==> config.mk <==
export PLATFORM = sky130hd
export DESIGN_NAME = ufc_mode_config
export DESIGN_NICKNAME = d
export VERILOG_FILES = /design/src/hdl/ufc_pkg.sv /design/src/hdl/ufc_idle_watchdog.sv /design/src/hdl/ufc_mode_config.sv
export VERILOG_INCLUDE_DIRS = /design/src /design/src/hdl
export SDC_FILE = /design/constraint.sdc
export NUM_CORES = 1
export LEC_CHECK = 0
export BUFFER_PORTS_ARGS = -buffer_cell sky130_fd_sc_hd__buf_2
export CORE_MARGIN = 2
export CORE_UTILIZATION = 40
export CTS_BUF_LIST = sky130_fd_sc_hd__clkbuf_4 sky130_fd_sc_hd__clkbuf_8
export DETAILED_ROUTE_END_ITERATION = 8
export MAX_ROUTING_LAYER = met4
export PLACE_DENSITY = 0.7
export SYNTH_ARGS = -nofsm -noshare
export SYNTH_HDL_FRONTEND = slang
export SYNTH_SLANG_ARGS = --single-unit
==> constraint.sdc <==
create_clock -name core_clk_in -period 3.4 [get_ports core_clk_in]
set_clock_uncertainty 0.2 [all_clocks]
set_input_delay 0.85 -clock core_clk_in [delete_from_list [all_inputs] [get_ports core_clk_in]]
set_output_delay 0.85 -clock core_clk_in [all_outputs]
set_load 0.02 [all_outputs]
==> src/hdl/ufc_regs.svh <==
// register offsets, field positions, reset values and counts of the mode block
`ifndef UFC_REGS_SVH
`define UFC_REGS_SVH

// register offsets on the plain port
`define UFC_ADDR_MODE       4'h0
`define UFC_ADDR_CHAN_STAT  4'h1
`define UFC_ADDR_COMMAND    4'h2
`define UFC_ADDR_INT_STAT   4'h3
`define UFC_ADDR_EVT_STAT   4'h4
`define UFC_ADDR_EVT_CLEAR  4'h5
`define UFC_ADDR_EVT_ENABLE 4'h6

// mode register zero fields
`define UFC_M0_IDLE_EN      7
`define UFC_M0_RX_HI        6
`define UFC_M0_TX_HI        5
`define UFC_M0_TX_LO        4
`define UFC_M0_DEPTH        3
`define UFC_M0_RATE_HI      2
`define UFC_M0_RATE_LO      0
// mode register one fields
`define UFC_M1_FLOW_HOLD    7
`define UFC_M1_RX_LO        6
`define UFC_M1_ERR_STYLE    5

// command register fields
`define UFC_CMD_CODE_HI     7
`define UFC_CMD_CODE_LO     4
`define UFC_CMD_TX_OFF      3
`define UFC_CMD_TX_ON       2
`define UFC_CMD_RX_OFF      1
`define UFC_CMD_RX_ON       0
`define UFC_CMD_PTR_ZERO    4'hB
`define UFC_CMD_PTR_ONE     4'h1

// legal baud-rate group codes
`define UFC_RATE_NORMAL     3'h0
`define UFC_RATE_EXT_ONE    3'h1
`define UFC_RATE_EXT_TWO    3'h4

// reset values
`define UFC_MODE_RESET      8'h00
`define UFC_EVT_RESET       3'h0

// event bit positions
`define UFC_EVT_TX          0
`define UFC_EVT_RX          1
`define UFC_EVT_RATE        2

// queue depths and fill thresholds
`define UFC_DEPTH_SMALL     5'h08
`define UFC_DEPTH_LARGE     5'h10
`define UFC_RX8_T0          5'h01
`define UFC_RX8_T1          5'h03
`define UFC_RX8_T2          5'h06
`define UFC_RX8_T3          5'h08
`define UFC_RX16_T0         5'h01
`define UFC_RX16_T1         5'h08
`define UFC_RX16_T2         5'h0C
`define UFC_RX16_T3         5'h10
`define UFC_TX8_T0          5'h08
`define UFC_TX8_T1          5'h04
`define UFC_TX8_T2          5'h06
`define UFC_TX8_T3          5'h01
`define UFC_TX16_T0         5'h10
`define UFC_TX16_T1         5'h08
`define UFC_TX16_T2         5'h0C
`define UFC_TX16_T3         5'h01

// receiver idle watchdog length in bit times
`define UFC_IDLE_BITS       64

`endif

==> src/hdl/ufc_pkg.sv <==
// types shared by the mode configuration block
package ufc_pkg;
   // which mode register the shared mode address reaches
   typedef enum logic [1:0] {
      UFC_PTR_MODE0,
      UFC_PTR_MODE1,
      UFC_PTR_MODE2
   } ufc_ptr_e;
   typedef logic [4:0] ufc_level_t;   // queue fill count 0..16
   typedef logic [1:0] ufc_code_t;    // two-bit threshold code
endpackage

==> src/hdl/ufc_idle_watchdog.sv <==
// receiver idle watchdog counting 1x bit periods
`timescale 1ns/1ps
`include "ufc_regs.svh"
module ufc_idle_watchdog
   import ufc_pkg::*;
#(
   parameter int unsigned IDLE_BITS = `UFC_IDLE_BITS
) (
   input  wire logic core_clk_in,
   input  wire logic resetn_in,
   input  wire logic tick_in,      // one pulse per receiver bit time
   input  wire logic enable_in,    // watchdog enabled by software
   input  wire logic restart_in,   // any receive queue access
   output logic      alarm_out     // idle alarm, held until restart or disable
);
   localparam int unsigned CW = $clog2(IDLE_BITS + 1);
   localparam logic [CW-1:0] LAST = CW'(IDLE_BITS - 1);

   logic [CW-1:0] count;           // bit periods seen since last access
   wire           at_last = (count == LAST);

   // count while enabled, restart on access, hold zero when off
   always_ff @(posedge core_clk_in) begin
      if (!resetn_in) begin
         count     <= '0;
         alarm_out <= 1'b0;
      end else if (!enable_in || restart_in) begin
         count     <= '0;
         alarm_out <= 1'b0;
      end else if (tick_in && !alarm_out) begin
         // the alarm stays up until the queue is touched again or the watchdog is turned off
         count     <= at_last ? '0 : count + 1'b1;
         alarm_out <= at_last;
      end
   end
endmodule

==> src/hdl/ufc_mode_config.sv <==
// mode registers, fifo thresholds and idle watchdog of serial channel a
//
// Functional notes
// - idle alarm after 64 idle receiver bit times
// - idle alarm shows as receiver ready interrupt
// - rx code is mode0 bit6 over mode1 bit6
// - 8-deep rx thresholds 1,3,6,8 bytes
// - 16-deep rx thresholds 1,8,12,16 bytes
// - 8-deep tx vacancy thresholds 8,4,6,1
// - 16-deep tx vacancy thresholds 16,8,12,1
// - tx request drops once vacancy under threshold
// - empty tx queue requests once transmitter enabled
// - mode0 bit3 selects 8 or 16 depth
// - rate group codes 000, 001, 100 only; other codes still load and raise the rate event
// - new threshold code waits for empty or access, depth bit acts at once
// - command B points at mode register zero
// - reset or command 1 points mode one, advances
`timescale 1ns/1ps
`include "ufc_regs.svh"
module ufc_mode_config
   import ufc_pkg::*;
#(
   parameter int unsigned IDLE_BITS = `UFC_IDLE_BITS
) (
   input  wire logic       core_clk_in,
   input  wire logic       resetn_in,
   input  wire logic [3:0] addr_in,
   input  wire logic [7:0] wr_data_in,
   input  wire logic       wr_in,
   input  wire logic       rd_in,
   input  wire logic [4:0] rx_level_in,      // bytes held in receive queue
   input  wire logic [4:0] tx_level_in,      // bytes held in transmit queue
   input  wire logic       rx_queue_read_in, // receive queue pop
   input  wire logic       rx_queue_write_in,// receive queue push
   input  wire logic       tx_queue_read_in, // transmit queue pop
   input  wire logic       tx_queue_write_in,// transmit queue push
   input  wire logic       rx_bit_clk_in,    // receiver 1x clock from pin
   output logic [7:0]      rd_data_out,
   output logic            irq_out,
   output logic            rx_irq_req_out,
   output logic            tx_irq_req_out,
   output logic [2:0]      rate_group_out,
   output logic            queue_depth_select_out,
   output logic            rx_enable_out,
   output logic            tx_enable_out,
   output logic [7:0]      mode_one_out,
   output logic [7:0]      mode_two_out
);

   // ---------------------------------------------------------------
   // state
   // ---------------------------------------------------------------
   logic [7:0] mode_zero;        // channel_a_mode_zero
   logic [7:0] mode_one;         // channel_a_mode_one
   logic [7:0] mode_two;         // third mode register, stored only
   ufc_ptr_e   mode_reg_pointer; // which mode register is reached
   ufc_code_t  rx_code_eff;      // rx threshold code in force
   ufc_code_t  tx_code_eff;      // tx threshold code in force
   logic [2:0] evt_status;       // sticky event bits
   logic [2:0] evt_enable;       // event enables
   logic       rx_tx_en;         // transmitter enabled
   logic       rx_rx_en;         // receiver enabled
   logic       tick_s1;          // bit clock sync, first stage
   logic       tick_s2;          // bit clock sync, second stage
   logic       tick_s3;          // delayed copy for edge detect
   logic       idle_alarm;       // from the watchdog
   logic       tx_req_d;         // last tx request, for raise detect
   logic       rx_req_d;         // last rx request, for raise detect

   // ---------------------------------------------------------------
   // address decode
   // ---------------------------------------------------------------
   wire hit_mode   = (addr_in == `UFC_ADDR_MODE);
   wire hit_cmd    = (addr_in == `UFC_ADDR_COMMAND);
   wire hit_clear  = (addr_in == `UFC_ADDR_EVT_CLEAR);
   wire hit_enable = (addr_in == `UFC_ADDR_EVT_ENABLE);
   wire mode_acc   = hit_mode && (wr_in || rd_in);
   wire mode_wr    = hit_mode && wr_in;
   wire cmd_wr     = hit_cmd && wr_in;
   wire [3:0] cmd_code =
      wr_data_in[`UFC_CMD_CODE_HI:`UFC_CMD_CODE_LO];
   wire cmd_ptr0   = cmd_wr && (cmd_code == `UFC_CMD_PTR_ZERO);
   wire cmd_ptr1   = cmd_wr && (cmd_code == `UFC_CMD_PTR_ONE);
   wire wr_mode0   = mode_wr && (mode_reg_pointer == UFC_PTR_MODE0);
   wire wr_mode1   = mode_wr && (mode_reg_pointer == UFC_PTR_MODE1);
   wire wr_mode2   = mode_wr && (mode_reg_pointer == UFC_PTR_MODE2);

   // rate code check on the value being written into mode zero
   wire [2:0] wr_rate = wr_data_in[`UFC_M0_RATE_HI:`UFC_M0_RATE_LO];
   wire rate_bad = wr_mode0 && (wr_rate != `UFC_RATE_NORMAL) &&
                   (wr_rate != `UFC_RATE_EXT_ONE) &&
                   (wr_rate != `UFC_RATE_EXT_TWO);

   // ---------------------------------------------------------------
   // pointer sequencing
   // ---------------------------------------------------------------
   ufc_ptr_e next_pointer;
   always_comb begin
      next_pointer = mode_reg_pointer;
      if (cmd_ptr0) begin
         next_pointer = UFC_PTR_MODE0;
      end else if (cmd_ptr1) begin
         next_pointer = UFC_PTR_MODE1;
      end else if (mode_acc) begin
         // each access steps on; the last register is sticky
         case (mode_reg_pointer)
            UFC_PTR_MODE0: next_pointer = UFC_PTR_MODE1;
            UFC_PTR_MODE1: next_pointer = UFC_PTR_MODE2;
            UFC_PTR_MODE2: next_pointer = UFC_PTR_MODE2;
            default:       next_pointer = UFC_PTR_MODE1;
         endcase
      end
   end

   // pointer register, reset points at mode one
   always_ff @(posedge core_clk_in) begin
      if (!resetn_in) mode_reg_pointer <= UFC_PTR_MODE1;
      else            mode_reg_pointer <= next_pointer;
   end

   // mode register storage
   always_ff @(posedge core_clk_in) begin
      if (!resetn_in) begin
         mode_zero <= `UFC_MODE_RESET;
         mode_one  <= `UFC_MODE_RESET;
         mode_two  <= `UFC_MODE_RESET;
      end else begin
         if (wr_mode0) mode_zero <= wr_data_in;
         if (wr_mode1) mode_one  <= wr_data_in;
         if (wr_mode2) mode_two  <= wr_data_in;
      end
   end

   // enable and disable bits of the command register
   always_ff @(posedge core_clk_in) begin
      if (!resetn_in) begin
         rx_tx_en <= 1'b0;
         rx_rx_en <= 1'b0;
      end else if (cmd_wr) begin
         // disable wins if software sets both at once
         if (wr_data_in[`UFC_CMD_TX_OFF])     rx_tx_en <= 1'b0;
         else if (wr_data_in[`UFC_CMD_TX_ON]) rx_tx_en <= 1'b1;
         if (wr_data_in[`UFC_CMD_RX_OFF])     rx_rx_en <= 1'b0;
         else if (wr_data_in[`UFC_CMD_RX_ON]) rx_rx_en <= 1'b1;
      end
   end

   // ---------------------------------------------------------------
   // thresholds
   // ---------------------------------------------------------------
   wire depth_large = mode_zero[`UFC_M0_DEPTH];
   wire [4:0] depth = depth_large ? `UFC_DEPTH_LARGE : `UFC_DEPTH_SMALL;
   wire ufc_code_t rx_code_new =
      {mode_zero[`UFC_M0_RX_HI], mode_one[`UFC_M1_RX_LO]};
   wire ufc_code_t tx_code_new =
      mode_zero[`UFC_M0_TX_HI:`UFC_M0_TX_LO];

   // a code change only lands when both queues are empty or on an
   // access, so a threshold code never jumps between accesses to a half-full queue
   wire queues_empty = (rx_level_in == 5'h00) && (tx_level_in == 5'h00);
   wire queue_access = rx_queue_read_in || rx_queue_write_in ||
                       tx_queue_read_in || tx_queue_write_in;
   wire code_load    = queues_empty || queue_access;

   always_ff @(posedge core_clk_in) begin
      if (!resetn_in) begin
         rx_code_eff <= 2'h0;
         tx_code_eff <= 2'h0;
      end else if (code_load) begin
         rx_code_eff <= rx_code_new;
         tx_code_eff <= tx_code_new;
      end
   end

   // receiver fill level that raises a request
   wire [4:0] rx_need8 =
      (rx_code_eff == 2'h0) ? `UFC_RX8_T0 :
      (rx_code_eff == 2'h1) ? `UFC_RX8_T1 :
      (rx_code_eff == 2'h2) ? `UFC_RX8_T2 : `UFC_RX8_T3;
   wire [4:0] rx_need16 =
      (rx_code_eff == 2'h0) ? `UFC_RX16_T0 :
      (rx_code_eff == 2'h1) ? `UFC_RX16_T1 :
      (rx_code_eff == 2'h2) ? `UFC_RX16_T2 : `UFC_RX16_T3;
   wire [4:0] rx_need = depth_large ? rx_need16 : rx_need8;

   // transmitter vacancy that raises a request
   wire [4:0] tx_need8 =
      (tx_code_eff == 2'h0) ? `UFC_TX8_T0 :
      (tx_code_eff == 2'h1) ? `UFC_TX8_T1 :
      (tx_code_eff == 2'h2) ? `UFC_TX8_T2 : `UFC_TX8_T3;
   wire [4:0] tx_need16 =
      (tx_code_eff == 2'h0) ? `UFC_TX16_T0 :
      (tx_code_eff == 2'h1) ? `UFC_TX16_T1 :
      (tx_code_eff == 2'h2) ? `UFC_TX16_T2 : `UFC_TX16_T3;
   wire [4:0] tx_need = depth_large ? tx_need16 : tx_need8;

   // a level above the depth means the datapath is confused; clamp
   wire [4:0] tx_vacancy = (tx_level_in >= depth) ? 5'h00 :
                           depth - tx_level_in;

   wire rx_fill_hit  = (rx_level_in >= rx_need);
   // level request, drops the cycle vacancy falls under the need
   wire tx_req_now   = rx_tx_en && (tx_vacancy >= tx_need);
   // the idle alarm joins the ordinary receiver request
   wire rx_req_now   = rx_fill_hit || idle_alarm;

   // ---------------------------------------------------------------
   // receiver bit clock and idle watchdog
   // ---------------------------------------------------------------
   // the pin is asynchronous: two stages before the edge detector
   always_ff @(posedge core_clk_in) begin
      if (!resetn_in) begin
         tick_s1 <= 1'b0;
         tick_s2 <= 1'b0;
         tick_s3 <= 1'b0;
      end else begin
         tick_s1 <= rx_bit_clk_in;
         tick_s2 <= tick_s1;
         tick_s3 <= tick_s2;
      end
   end
   wire bit_tick = tick_s2 && !tick_s3;
   wire wd_on    = mode_zero[`UFC_M0_IDLE_EN];
   // a push also counts as an access, so live traffic never alarms
   wire wd_restart = rx_queue_read_in || rx_queue_write_in;

   ufc_idle_watchdog #(
      .IDLE_BITS (IDLE_BITS)
   ) u_watchdog (
      .core_clk_in (core_clk_in),
      .resetn_in   (resetn_in),
      .tick_in     (bit_tick),
      .enable_in   (wd_on),
      .restart_in  (wd_restart),
      .alarm_out   (idle_alarm)
   );

   // ---------------------------------------------------------------
   // events and interrupt
   // ---------------------------------------------------------------
   wire [2:0] evt_set;
   assign evt_set[`UFC_EVT_TX]   = tx_req_now && !tx_req_d;
   assign evt_set[`UFC_EVT_RX]   = rx_req_now && !rx_req_d;
   assign evt_set[`UFC_EVT_RATE] = rate_bad;
   wire [2:0] evt_clr = (hit_clear && wr_in) ? wr_data_in[2:0] : 3'h0;
   // set beats clear so a same-cycle event is never lost
   wire [2:0] next_evt = (evt_status & ~evt_clr) | evt_set;

   always_ff @(posedge core_clk_in) begin
      if (!resetn_in) begin
         evt_status <= `UFC_EVT_RESET;
         evt_enable <= `UFC_EVT_RESET;
         tx_req_d   <= 1'b0;
         rx_req_d   <= 1'b0;
      end else begin
         evt_status <= next_evt;
         if (hit_enable && wr_in) evt_enable <= wr_data_in[2:0];
         tx_req_d   <= tx_req_now;
         rx_req_d   <= rx_req_now;
      end
   end

   // ---------------------------------------------------------------
   // read mux and outputs
   // ---------------------------------------------------------------
   wire [7:0] mode_rd =
      (mode_reg_pointer == UFC_PTR_MODE0) ? mode_zero :
      (mode_reg_pointer == UFC_PTR_MODE1) ? mode_one  : mode_two;
   // status bits as the channel status register shows them
   wire rx_has_char    = (rx_level_in != 5'h00) || idle_alarm;
   wire rx_queue_full  = (rx_level_in >= depth);
   wire tx_has_space   = rx_tx_en && (tx_level_in < depth);
   wire tx_queue_empty = (tx_level_in == 5'h00);
   wire [7:0] chan_status =
      {4'h0, tx_queue_empty, tx_has_space, rx_queue_full, rx_has_char};
   wire [7:0] int_status  = {6'h00, rx_req_now, tx_req_now};
   wire [7:0] next_rd =
      !rd_in                            ? 8'h00 :
      hit_mode                          ? mode_rd :
      (addr_in == `UFC_ADDR_CHAN_STAT)  ? chan_status :
      (addr_in == `UFC_ADDR_INT_STAT)   ? int_status :
      (addr_in == `UFC_ADDR_EVT_STAT)   ? {5'h00, evt_status} :
      hit_enable                        ? {5'h00, evt_enable} : 8'h00;

   // every output is a flop; read data stand one cycle only
   always_ff @(posedge core_clk_in) begin
      if (!resetn_in) begin
         rd_data_out            <= 8'h00;
         irq_out                <= 1'b0;
         rx_irq_req_out         <= 1'b0;
         tx_irq_req_out         <= 1'b0;
         rate_group_out         <= `UFC_RATE_NORMAL;
         queue_depth_select_out <= 1'b0;
         rx_enable_out          <= 1'b0;
         tx_enable_out          <= 1'b0;
         mode_one_out           <= `UFC_MODE_RESET;
         mode_two_out           <= `UFC_MODE_RESET;
      end else begin
         rd_data_out            <= next_rd;
         irq_out                <= |(next_evt & evt_enable);
         rx_irq_req_out         <= rx_req_now;
         tx_irq_req_out         <= tx_req_now;
         rate_group_out         <=
            mode_zero[`UFC_M0_RATE_HI:`UFC_M0_RATE_LO];
         queue_depth_select_out <= depth_large;
         rx_enable_out          <= rx_rx_en;
         tx_enable_out          <= rx_tx_en;
         mode_one_out           <= mode_one;
         mode_two_out           <= mode_two;
      end
   end
endmodule

# Yosys cells after proc, flatten, opt, wreduce, memory -nomap -nowiden
# Cells that the tools add are included.
[word_totals] out_inout_bits=33 reg_bits=82 inputBits=31 elab_cells=139
[classes] n_addsub=2 n_eq_ne=17 n_reduce_logical=51 mux=33 magnitude_cmp=5 bitwise=5
[ops] cell="5-bit two-way mux" n=8
[ops] cell="4-bit two-way mux" n=7
[ops] cell="8-bit two-way mux" n=3
[ops] cell="5-bit greater-or-equal comparator" n=4
[ops] cell="1-bit logical AND" n=20
[ops] cell="3-bit two-way mux" n=6
[ops] cell="4-bit by 3-bit equality test with 1-bit output, second input constant" n=3
[ops] cell="5-bit logical NOT" n=2
[ops] cell="4-bit by 1-bit equality test with 1-bit output, second input constant" n=2
[ops] cell="4-bit by 2-bit equality test with 1-bit output, second input constant" n=2
[ops] cell="1-bit logical OR" n=8
[ops] cell="7-bit by 1-bit adder with 7-bit output, second input constant" n=1
[ops] cell="7-bit by 6-bit equality test with 1-bit output, second input constant" n=1
[ops] cell="1-bit two-way mux" n=7
[ops] cell="7-bit two-way mux" n=1
[ops] cell="3-bit AND" n=2
[ops] cell="2-bit by 1-bit equality test with 1-bit output, second input constant" n=3
[ops] cell="2-bit equality test, second input constant" n=3
[ops] cell="2-bit logical NOT" n=3
[ops] cell="2-bit AND reduction" n=3
[ops] cell="3-bit nonzero test" n=2
[ops] cell="3-bit OR reduction" n=2
[ops] cell="1-bit logical NOT" n=5
[ops] cell="5-bit < comparator" n=1
[ops] cell="12 further kinds" n=14

# Logic depth before layout (Yosys ltp)
# Gate-level depths: netlist (run 1).
[logic_depth] ltp_word=11 mapped_depth=13 ltp_nobuf=13

# By module
# From an unflattened synthesis (run 1), not the netlist that was laid out.
[unflattened] cells_unflattened=404 area_unflattened_um2=3819.9
[by_module_without_submodules] mod="ufc_mode_config" instances=1 seq_area_each_um2=1481.4 cells_per_inst=367 area_per_inst_um2=3457.1
[by_module_without_submodules] mod="ufc_idle_watchdog" instances=1 seq_area_each_um2=160.2 cells_per_inst=37 area_per_inst_um2=362.8

# Least setup slack after synthesis (run 1)
# Ideal clock, no wire load.
[synth_path] path_kind="input to register" start="input tx_level_in[3]" end="register rd_data_out[0]" arrival_time_ns=3.163 path_slack_ns=-0.101 path_buffers=0 required_time_ns=3.062 setup_time_ns=0.138 stages=12 path_cell_list="inv_1 > ha_1 > nor4b_1 > o21ai_0 > a32oi_1 > nand2_1 > ha_1 > nand2b_1 > a21o_1 > a41o_1 > a2111oi_0 > o22ai_1"
[synth_via] elab_chain_len=7 word_cells_on_any_way=8 classes_between="1 x add/sub; 2 x order compare; 4 x mux; 1 x reduce/logical"
[synth_rtl] item="start: declaration" line="ufc_mode_config.sv:32" text="input wire logic [4:0] tx_level_in,"
[synth_rtl] item="5-bit subtractor or 5-bit greater-or-equal comparator (tied branches)" line="ufc_mode_config.sv:199, ufc_mode_config.sv:198"
[synth_rtl] item="5-bit two-way mux *" line="ufc_mode_config.sv:198" text="wire [4:0] tx_vacancy = (tx_level_in >= depth) ? 5'h00 :"
[synth_rtl] item="5-bit greater-or-equal comparator *" line="ufc_mode_config.sv:203" text="wire tx_req_now = rx_tx_en && (tx_vacancy >= tx_need);"
[synth_rtl] item="1-bit logical AND *" line="ufc_mode_config.sv:203"
[synth_rtl] item="3-bit two-way mux *" line="ufc_mode_config.sv:281" text="(addr_in == `UFC_ADDR_INT_STAT) ? int_status :"
[synth_rtl] item="4-bit two-way mux *" line="ufc_mode_config.sv:280" text="(addr_in == `UFC_ADDR_CHAN_STAT) ? chan_status :"
[synth_rtl] item="8-bit two-way mux *" line="ufc_mode_config.sv:279" text="hit_mode ? mode_rd :"
[synth_rtl] item="end signal: assignment" line="ufc_mode_config.sv:299" text="rd_data_out <= next_rd;"
[synth_rtl] item="end: declaration" line="ufc_mode_config.sv:38" text="output logic [7:0] rd_data_out,"
# Mark *: on every way between the ends. The rest lies on a longest branch, timed or not.
# A chain may end at the register's enable or synchronous reset.

# Final worst setup path (run 1)
# Ends and elaborated chain as after synthesis.

==> reports/results.tsv, run 1 <==
stage	metric	value	unit
sta	final setup violation count	0	
yosys	Avg Inst Size Synth	9.42	um^2
yosys	multiplexer share of the synthesized area	11.9	%
route	Final ANT Viol Nets	0	
floorplanning	core area	9200	um^2
yosys	adder-cell share of the synthesized area	8.61	%
sta	Period Utilization, post-route	94.6	%
yosys	Mapped Area	3780	um^2
setup_path	CP Launch Type	input port	
clock_network	H-tree Lvls	3	
finish	fraction of layout cells with a size suffix above 1	22.5	%
pwr	Sw Ratio	24.0	%
placed_design	port buffer count	63	
setup_path	crit path capture type	flop	
sta	fin crit period	3220	ps
yosys	Compound-Gate Fraction of Synth Area	9.60	%
global_route	pin count of the biggest net entering global routing	33	
placed_design	dpl hpwl	6350	um
global_route	remaining global-route overflow	0	
outcome	status	complete, no violations	
yosys	area share of xor/xnor cells in the synthesized design	2.09	%
route	DRC	0	
clock_network	CTS max path bufs	2	
finish	fill cell count	851	
pwr	Power, Total	1.91	mW
clock_network	CTS tree	yes	
pwr	power density over the cells	422	nW/um^2
yosys	synthesis warning total	0	
yosys	Synth top area share	43.4	%
pwr	P_leak	2.11	nW
yosys	syn_nets	458	
clock_network	worst skew pair latency	350	ps
yosys	cell taking the most area after synthesis	dfxtp_1	
pwr	Logic pwr share	8.4	%
floorplanning	die area	10200	um^2
pwr	clock share of power	40.7	%
route	via count	3003	
sta	Slew Limit Headroom	56.6	%
pwr	NetSw	459	uW
pwr	Seq pwr share	50.9	%
min_path	Hold Crit Class	flop to flop	
yosys	largest family of logic cells by synthesized area	simple AND/OR/NAND/NOR gates	
finish	antenna diode count	0	
yosys	FF+latch count, synth	82	
global_route	total track usage	17.2	%
yosys	cells after synthesis	401	
floorplanning	initial core utilization	41.1	%
floorplanning	Die H	101	um
yosys	Post-synth EDFFs	0	
route	final WL	8370	um
route	Initial DRT Pass Iterations	4	
route	initial drt markers	119	
yosys	Seq/Total Area, Yosys	43.4	%
global_route	number of global-route vias before repair	2904	
route	WL/cell	14.3	um
global_route	initial antenna violation count	0	
sta	max-slew violations	0	
clock_network	clk slew on worst S/H paths	90	ps
clock_network	CTS Buf Count	9	
finish	Synth-to-Final Area Change	19.9	%
setup_path	Worst Path Required	3430	ps
floorplanning	IO Count	64	
finish	Nets	528	
sta	final hold vios	0	
sta	unrepaired setup endpoints after global routing	no	
floorplanning	Die X	101	um
yosys	Cell variety after synth	50	
yosys	FFs w/ async S/R, synth	0	%
sta	hold_ws	244	ps
placed_design	Placer Congestion	0.826	
yosys	Simple-Gate Fraction of Synth Area	20.4	%
sta	f_max	311	MHz
setup_path	CP arrival	3240	ps
setup_path	Setup Crit Path Kind	input port to flop	
clock_network	Root Buffer	clkbuf_8	
pwr	cell-internal power	1.45	mW
setup_path	worst-path fanout max	3	
global_route	first-pass GRT wire length	13400	um
clock_network	clk sinks	82	
sta	Slew @ Worst Pin	650	ps
yosys	dominant synthesized flop cell	dfxtp_1	
route	vias per inst	5.12	
flow_run	MaxCap Viol Count	0	
yosys	most common library cells after synthesis	dfxtp_1, nor2_1, mux2i_1, and2_1, ha_1	
pwr	IR drop worst, VDD	0.151	mV
floorplanning	row cnt	35	
yosys	synth top area cells	dfxtp_1, mux2i_1, ha_1, nor2_1, and2_1	
yosys	most frequent cell after synthesis	dfxtp_1	
[critical path, stage by stage]
cell	delay, ps
buf_2	90
inv_1	90
ha_4	220
nor4b_2	150
o21ai_1	200
a32oi_2	100
buf_4	160
and2_1	150
ha_1	290
a21o_1	170
a41o_1	280
a2111oi_4	360
o22ai_1	130
[flip-flops by register name (all words and copies together) (netlist names), 2 cells and up]
| name | cells |
|---|---|
| evt_enable | 3 |
| mode_one_out | 8 |
| evt_status | 3 |
| u_watchdog.count | 7 |
| rd_data_out | 8 |
| mode_zero | 8 |
| tx_code_eff | 2 |
| mode_two_out | 8 |
| mode_one | 8 |
| mode_reg_pointer | 2 |
| mode_two | 8 |
| rx_code_eff | 2 |
| rate_group_out | 3 |
[path summary, 6_finish.rpt]
check | cells after the start | slack (ps) | endpoint | start
max | 13 | 180 | rd_data_out[0]$_SDFF_PN0_ | tx_level_in[3]
min | 1 | 240 | tick_s2$_SDFF_PN0_ | tick_s1$_SDFF_PN0_
max reg2reg | 12 | 380 | rd_data_out[0]$_SDFF_PN0_ | mode_zero[3]$_SDFFE_PN0P_
min reg2reg | 1 | 240 | tick_s2$_SDFF_PN0_ | tick_s1$_SDFF_PN0_
[routing by layer]
metal  track usage, %  part of all wire (%)
met4             5.61                   1.4
met2             28.7                    50
met3             3.52                   2.7
met1             20.8                    46
met5                -                     0
[cells by family after synthesis]
| kind of cell | count (synthesis) |
|---|---|
| adder cells (fa/ha/maj) | 26 |
| flip-flops | 82 |
| XOR/XNOR | 9 |
| multiplexers | 45 |
| AND/OR/NAND/NOR | 147 |
| buffers and inverters | 36 |
| AO/OA/AOI/OAI | 56 |
[power by group through the flow]
stage	Combinational, mW	Sequential (mW)	Clock [mW]
final	0.160	0.973	0.779
after global routing	0.176	0.975	0.830
after CTS	0.157	0.973	0.798
after detailed placement	0.156	0.996	0
after global placement	0.150	0.996	0
after floorplan	0.0904	0.998	0
[through the flow]
stage | cells | cell area [um^2] | worst slack (ps) | TNS [ps] | utilization, %
3_5_place_dp | 571 | 4280 | -215 | -254 | 46.5
6_report | 587 | 4530 | 183 | 0 | 49.3
4_1_cts | 587 | 4500 | 147 | 0 | 49.0
5_1_grt | 587 | 4530 | 45.6 | 0 | 49.3
3_3_place_gp | 571 | 4280 | -67.9 | -67.9 | 46.5
2_1_floorplan | 401 | 3800 | 29.9 | 0 | -
[cell type report]
class | instances | area (um^2) | share of cell area (%)
flip-flops and latches | 82 | 1640 | 36.2
multi-input cells | 283 | 2040 | 45.0
well taps | 111 | 139 | 3.07
repair buffers | 76 | 413 | 9.11
clock inverters | 7 | 101 | 2.24
clock buffers | 9 | 124 | 2.73
inverters | 19 | 71.3 | 1.57
[placed cells by master (no fill, tap or decap), types with 4 or more instances in the layout]
cell | netlist | routed
buf_4 | 0 | 13
nand2_1 | 19 | 19
nor3_1 | 4 | 4
nor2_1 | 56 | 56
nand2b_1 | 4 | 4
and2_1 | 28 | 28
and3_1 | 6 | 6
ha_1 | 26 | 25
dfxtp_1 | 82 | 82
nand4_1 | 5 | 5
buf_2 | 3 | 63
a21o_1 | 6 | 6
clkbuf_8 | 0 | 9
xor2_1 | 7 | 7
a21oi_1 | 17 | 16
o21ai_0 | 10 | 9
nand3_1 | 6 | 6
a211oi_1 | 5 | 5
mux2i_1 | 45 | 45
inv_1 | 19 | 19
[repair_timing]
action | 4_1_cts | 5_1_grt
hold buffers | 0 | 0
resized for setup | 0 | 4
buffers inserted | 0 | 0
endpoints found under the setup margin | 0 | 1
(Power assumes the default switching activity.)
==> inputs of run 2 (changes only) <==
- RECOVER_POWER: not set -> 50
==> run 2 against run 1 <==
Effect of this change:
- fmax is 0.10% lower
- cell area is 0.94% lower
- via count is 0.37% higher
- routed wire length is 0.32% higher
- combinational power hardly changed
- die area stayed put
- sequential share of layout area is 0.34 points higher
- worst setup slack worse by 3.2 ps
- global-route usage stayed put
- critical path type unchanged
- critical endpoint unchanged
- largest cell class unchanged
- largest power group unchanged
==> reports/results.tsv, run 2 (same netlist as run 1, synthesis figures left out) <==
stage	metric	value	unit
finish	Nets	528	
setup_path	CP Cell Sequence	buf_2 -> inv_1 -> ha_4 -> nor4b_2 -> o21ai_1 -> a32oi_2 -> buf_4 -> and2_1 -> ha_1 -> a21o_1 -> a41o_1 -> a2111oi_4 -> o22ai_1	
route	WL/cell	14.3	um
setup_path	crit path capture type	flop	
route	Initial DRT Pass Iterations	4	
global_route	remaining global-route overflow	0	
floorplanning	Die X	101	um
floorplanning	row cnt	35	
finish	antenna diode count	0	
floorplanning	Die H	101	um
clock_network	worst skew pair latency	350	ps
clock_network	clk sinks	82	
setup_path	CP max-delay cell	a2111oi_4	
placed_design	port buffer count	63	
floorplanning	initial core utilization	41.1	%
global_route	first-pass GRT wire length	13400	um
route	via count	3014	
min_path	Hold Crit Class	flop to flop	
setup_path	Worst Path Required	3430	ps
placed_design	Placer Congestion	0.826	
finish	Synth-to-Final Area Change	18.8	%
clock_network	Post-CTS Setup Bufs	0	
setup_path	WP buf/inv	3	
sta	f_max	311	MHz
route	initial drt markers	116	
setup_path	R2R setup slack	380	ps
setup_path	Worst R2R Path Depth	12	
setup_path	cell family with most CP delay	compound AO/OA/AOI/OAI gates	
placed_design	dpl hpwl	6350	um
sta	Slew Limit Headroom	20.3	%
pwr	IR drop worst, VDD	0.151	mV
min_path	Hold EP	tick_s2$_SDFF_PN0_	
global_route	initial antenna violation count	0	
sta	fin crit period	3220	ps
global_route	pin count of the biggest net entering global routing	33	
min_path	hold_sp	tick_s1$_SDFF_PN0_	
floorplanning	core area	9200	um^2
setup_path	worst r2r src	mode_zero[3]$_SDFFE_PN0P_	
sta	hold_ws	244	ps
setup_path	Setup Crit Path Kind	input port to flop	
clock_network	H-tree Lvls	3	
finish	fraction of layout cells with a size suffix above 1	16.2	%
global_route	total track usage	17.2	%
setup_path	CP Launch Type	input port	
clock_network	CTS tree	yes	
min_path	Hold Path Stages	1	
clock_network	CTS Buf Count	9	
floorplanning	IO Count	64	
setup_path	crit path launch	tx_level_in[3]	
sta	max-slew violations	0	
sta	Period Utilization, post-route	94.7	%
finish	leading cell type in the layout, fill and taps excluded	dfxtp_1	
sta	unrepaired setup endpoints after global routing	no	
setup_path	CP peak stage delay	360	ps
finish	most frequent cells in the layout	dfxtp_1, nor2_1, mux2i_1, buf_2, clkbuf_1	
sta	Slew @ Worst Pin	1190	ps
setup_path	worst-path fanout max	3	
flow_run	MaxCap Viol Count	0	
placed_design	pre-CTS setup slack	-215	ps
sta	final setup violation count	0	
outcome	status	complete, no violations	
pwr	P_leak	1.98	nW
clock_network	CTS max path bufs	2	
sta	slack of the critical path	180	ps
clock_network	Root Buffer	clkbuf_8	
sta	final hold vios	0	
pwr	power density over the cells	426	nW/um^2
setup_path	CP arrival	3250	ps
setup_path	R2R Path End	rd_data_out[0]$_SDFF_PN0_	
floorplanning	die area	10200	um^2
route	Final ANT Viol Nets	0	
clock_network	clk slew on worst S/H paths	90	ps
route	DRC	0	
global_route	number of global-route vias before repair	2904	
route	vias per inst	5.13	
route	final WL	8400	um
[run 2: cell count changes in the layout (fill, tap and decap cells not counted), sizes merged]
cell    change
buf        -29
clkbuf     +29
[run 2: worst max-delay path by stage]
stage	endpoint	slack, ps	cells past startpoint
after floorplan	rd_data_out[0]$_SDFF_PN0_	30	12
after global placement	rd_data_out[0]$_SDFF_PN0_	-70	13
after detailed placement	rd_data_out[0]$_SDFF_PN0_	-210	13
after CTS	rd_data_out[0]$_SDFF_PN0_	150	13
after global routing	rd_data_out[0]$_SDFF_PN0_	50	13
final	rd_data_out[0]$_SDFF_PN0_	180	13
[run 2: timing repair]
item                                    CTS  global route
endpoints found under the setup margin    0             1
resized for setup                         0             4
hold buffers                              0             0
[run 2: final cells by class]
| type | instances | area, um^2 |
|---|---|---|
| fillers | 867 | 4710 |
| multi-input cells | 283 | 2040 |
| flip-flops and latches | 82 | 1640 |
| repair buffers | 76 | 372 |
| well taps | 111 | 139 |
| clock buffers | 9 | 124 |
| clock inverters | 7 | 101 |
| inverters | 19 | 71.3 |
[run 2: routing by layer]
layer / wire length, um / share of wire (%) / global-route usage, %
met1: 3800 / 45 / 20.8
met2: 4170 / 50 / 28.7
met3: 312 / 3.7 / 3.52
met4: 121 / 1.4 / 5.61
met5: 0 / 0 / -
[run 2: power breakdown]
part	leakage (nW)	switching [mW]	internal, mW	total [mW]
Sequential	0.662	0.00526	0.968	0.973
Clock	0.111	0.359	0.419	0.778
Combinational	1.21	0.0941	0.0640	0.158
[run 2: metrics by stage]
stage / setup TNS, ps / util, % / total power [mW] / cell area, um^2 / std cells
after floorplan: 0 / - / 1.09 / 3800 / 401
after global placement: -67.9 / 46.5 / 1.15 / 4280 / 571
after detailed placement: -254 / 46.5 / 1.15 / 4280 / 571
after CTS: 0 / 49.0 / 1.93 / 4500 / 587
after global routing: 0 / 48.8 / 1.98 / 4490 / 587
final: 0 / 48.8 / 1.91 / 4490 / 587
[run 2: worst register-to-register path, cell delays in order (launching register included)]
cell and delay (ps):
dfxtp_1 340, inv_1 90, ha_4 280, nor4b_2 190, o21ai_1 120, a32oi_2 210, nand2_1 80, ha_1 280
nand2b_1 140, a21o_1 190, a41o_1 280, a2111oi_4 360, o22ai_1 130
==> inputs of run 3 (changes only) <==
- CORE_MARGIN: 2 -> not set
- RECOVER_POWER: 50 -> 25
- SKIP_CTS_REPAIR_TIMING: not set -> 1
==> run 3 against run 2 <==
Effect of this change:
- flip-flop and latch count stayed put
- sequential share of layout area hardly changed
- combinational power hardly changed
- largest cell class unchanged
- highest routed layer unchanged
==> reports/results.tsv, run 3 (same netlist as run 1, synthesis figures left out) <==
stage	metric	value	unit
floorplanning	die area	9840	um^2
route	via count	2958	
setup_path	CP max-delay cell	a2111oi_2	
sta	final hold vios	0	
pwr	P_leak	2.08	nW
route	final WL	8210	um
outcome	status	complete, no violations	
route	Final ANT Viol Nets	0	
setup_path	CP arrival	3240	ps
finish	Nets	528	
global_route	initial antenna violation count	0	
sta	unrepaired setup endpoints after global routing	no	
setup_path	crit path capture type	flop	
floorplanning	row cnt	35	
floorplanning	core area	9200	um^2
sta	final setup violation count	0	
flow_run	MaxCap Viol Count	0	
pwr	power density over the cells	407	nW/um^2
clock_network	CTS max path bufs	2	
floorplanning	Die X	99.2	um
finish	Synth-to-Final Area Change	18.8	%
setup_path	cell family with most CP delay	compound AO/OA/AOI/OAI gates	
finish	most frequent cells in the layout	dfxtp_1, buf_2, nor2_1, mux2i_1, ha_1	
sta	Slew Limit Headroom	23.8	%
floorplanning	IO Count	64	
route	initial drt markers	92	
global_route	total track usage	18.0	%
setup_path	CP Launch Type	input port	
placed_design	Placer Congestion	0.812	
sta	Slew @ Worst Pin	1140	ps
floorplanning	Die H	99.2	um
setup_path	CP Cell Sequence	buf_2 -> inv_1 -> ha_4 -> nor4b_2 -> o21ai_2 -> a32oi_2 -> buf_4 -> and2_1 -> ha_1 -> a21o_1 -> a41o_1 -> a2111oi_2 -> o22ai_1	
sta	Period Utilization, post-route	94.6	%
placed_design	dpl hpwl	6210	um
sta	f_max	311	MHz
pwr	Power, Total	1.83	mW
clock_network	clk sinks	82	
setup_path	Worst Path Required	3430	ps
setup_path	WP buf/inv	3	
sta	Setup TNS	0	ps
clock_network	clk slew on worst S/H paths	80	ps
sta	fin crit period	3210	ps
setup_path	CP peak stage delay	360	ps
global_route	remaining global-route overflow	0	
route	WL/cell	14.0	um
min_path	Hold Crit Class	flop to flop	
clock_network	worst skew pair latency	350	ps
clock_network	Root Buffer	clkbuf_8	
clock_network	CTS Buf Count	9	
sta	hold_ws	251	ps
pwr	IR drop worst, VDD	0.195	mV
sta	max-slew violations	0	
global_route	pin count of the biggest net entering global routing	33	
finish	fraction of layout cells with a size suffix above 1	22.1	%
finish	leading cell type in the layout, fill and taps excluded	dfxtp_1	
floorplanning	initial core utilization	41.1	%
finish	fill cell count	875	
placed_design	port buffer count	63	
global_route	number of global-route vias before repair	2927	
route	DRC	0	
setup_path	worst-path fanout max	3	
setup_path	Setup Crit Path Kind	input port to flop	
clock_network	H-tree Lvls	3	
route	vias per inst	5.04	
route	Initial DRT Pass Iterations	4	
clock_network	CTS tree	yes	
global_route	first-pass GRT wire length	13500	um
finish	antenna diode count	0	
[run 3: cell count changes in the layout (fill, tap and decap cells not counted), moves of 2 or more]
cell,previous run,this run
and2_0,8,12
and2_1,20,16
buf_2,36,62
clkbuf_1,29,2
clkinvlp_4,1,3
[run 3: where the power goes]
group	leakage [nW]	switching, mW	internal, mW
logic	1.32	0.0923	0.0644
registers	0.662	0.00523	0.968
clock network	0.0934	0.353	0.343
[run 3: final cells by class]
type	instances	area, um^2	area share [%]
clock inverter	7	77.6	1.73
multi-input combinational	283	2030	45.2
clock buffer	9	124	2.76
sequential	82	1640	36.6
tap	111	139	3.09
inverter	19	71.3	1.59
timing repair buffer	76	408	9.08
[run 3: worst paths after layout]
path / startpoint / end / slack, ps / depth (start not counted)
worst max-delay path: tx_level_in[3] / rd_data_out[0]$_SDFF_PN0_ / 190 / 13
worst min-delay path: tick_s1$_SDFF_PN0_ / tick_s2$_SDFF_PN0_ / 250 / 1
worst max register to register: mode_zero[3]$_SDFFE_PN0P_ / rd_data_out[0]$_SDFF_PN0_ / 390 / 12
worst min register to register: tick_s1$_SDFF_PN0_ / tick_s2$_SDFF_PN0_ / 250 / 1
[run 3: routing by layer]
metal  part of all wire (%)  track usage, %  up-vias
met4                    1.9            6.56        0
li1                       -               -     1512
met5                      0               -        -
met3                    3.6            4.29       11
met2                     49            30.1       64
met1                     45            21.1     1371
[run 3: metrics by stage]
step | instance area, um^2 | cells | setup WS [ps] | util (%)
finish | 4490 | 587 | 185 | 48.8
global route | 4490 | 587 | 10.6 | 48.8
global placement | 4280 | 571 | -67.2 | 46.5
detailed placement | 4280 | 571 | -186 | 46.5
floorplan | 3800 | 401 | 29.9 | -
CTS | 4480 | 587 | 189 | 48.7
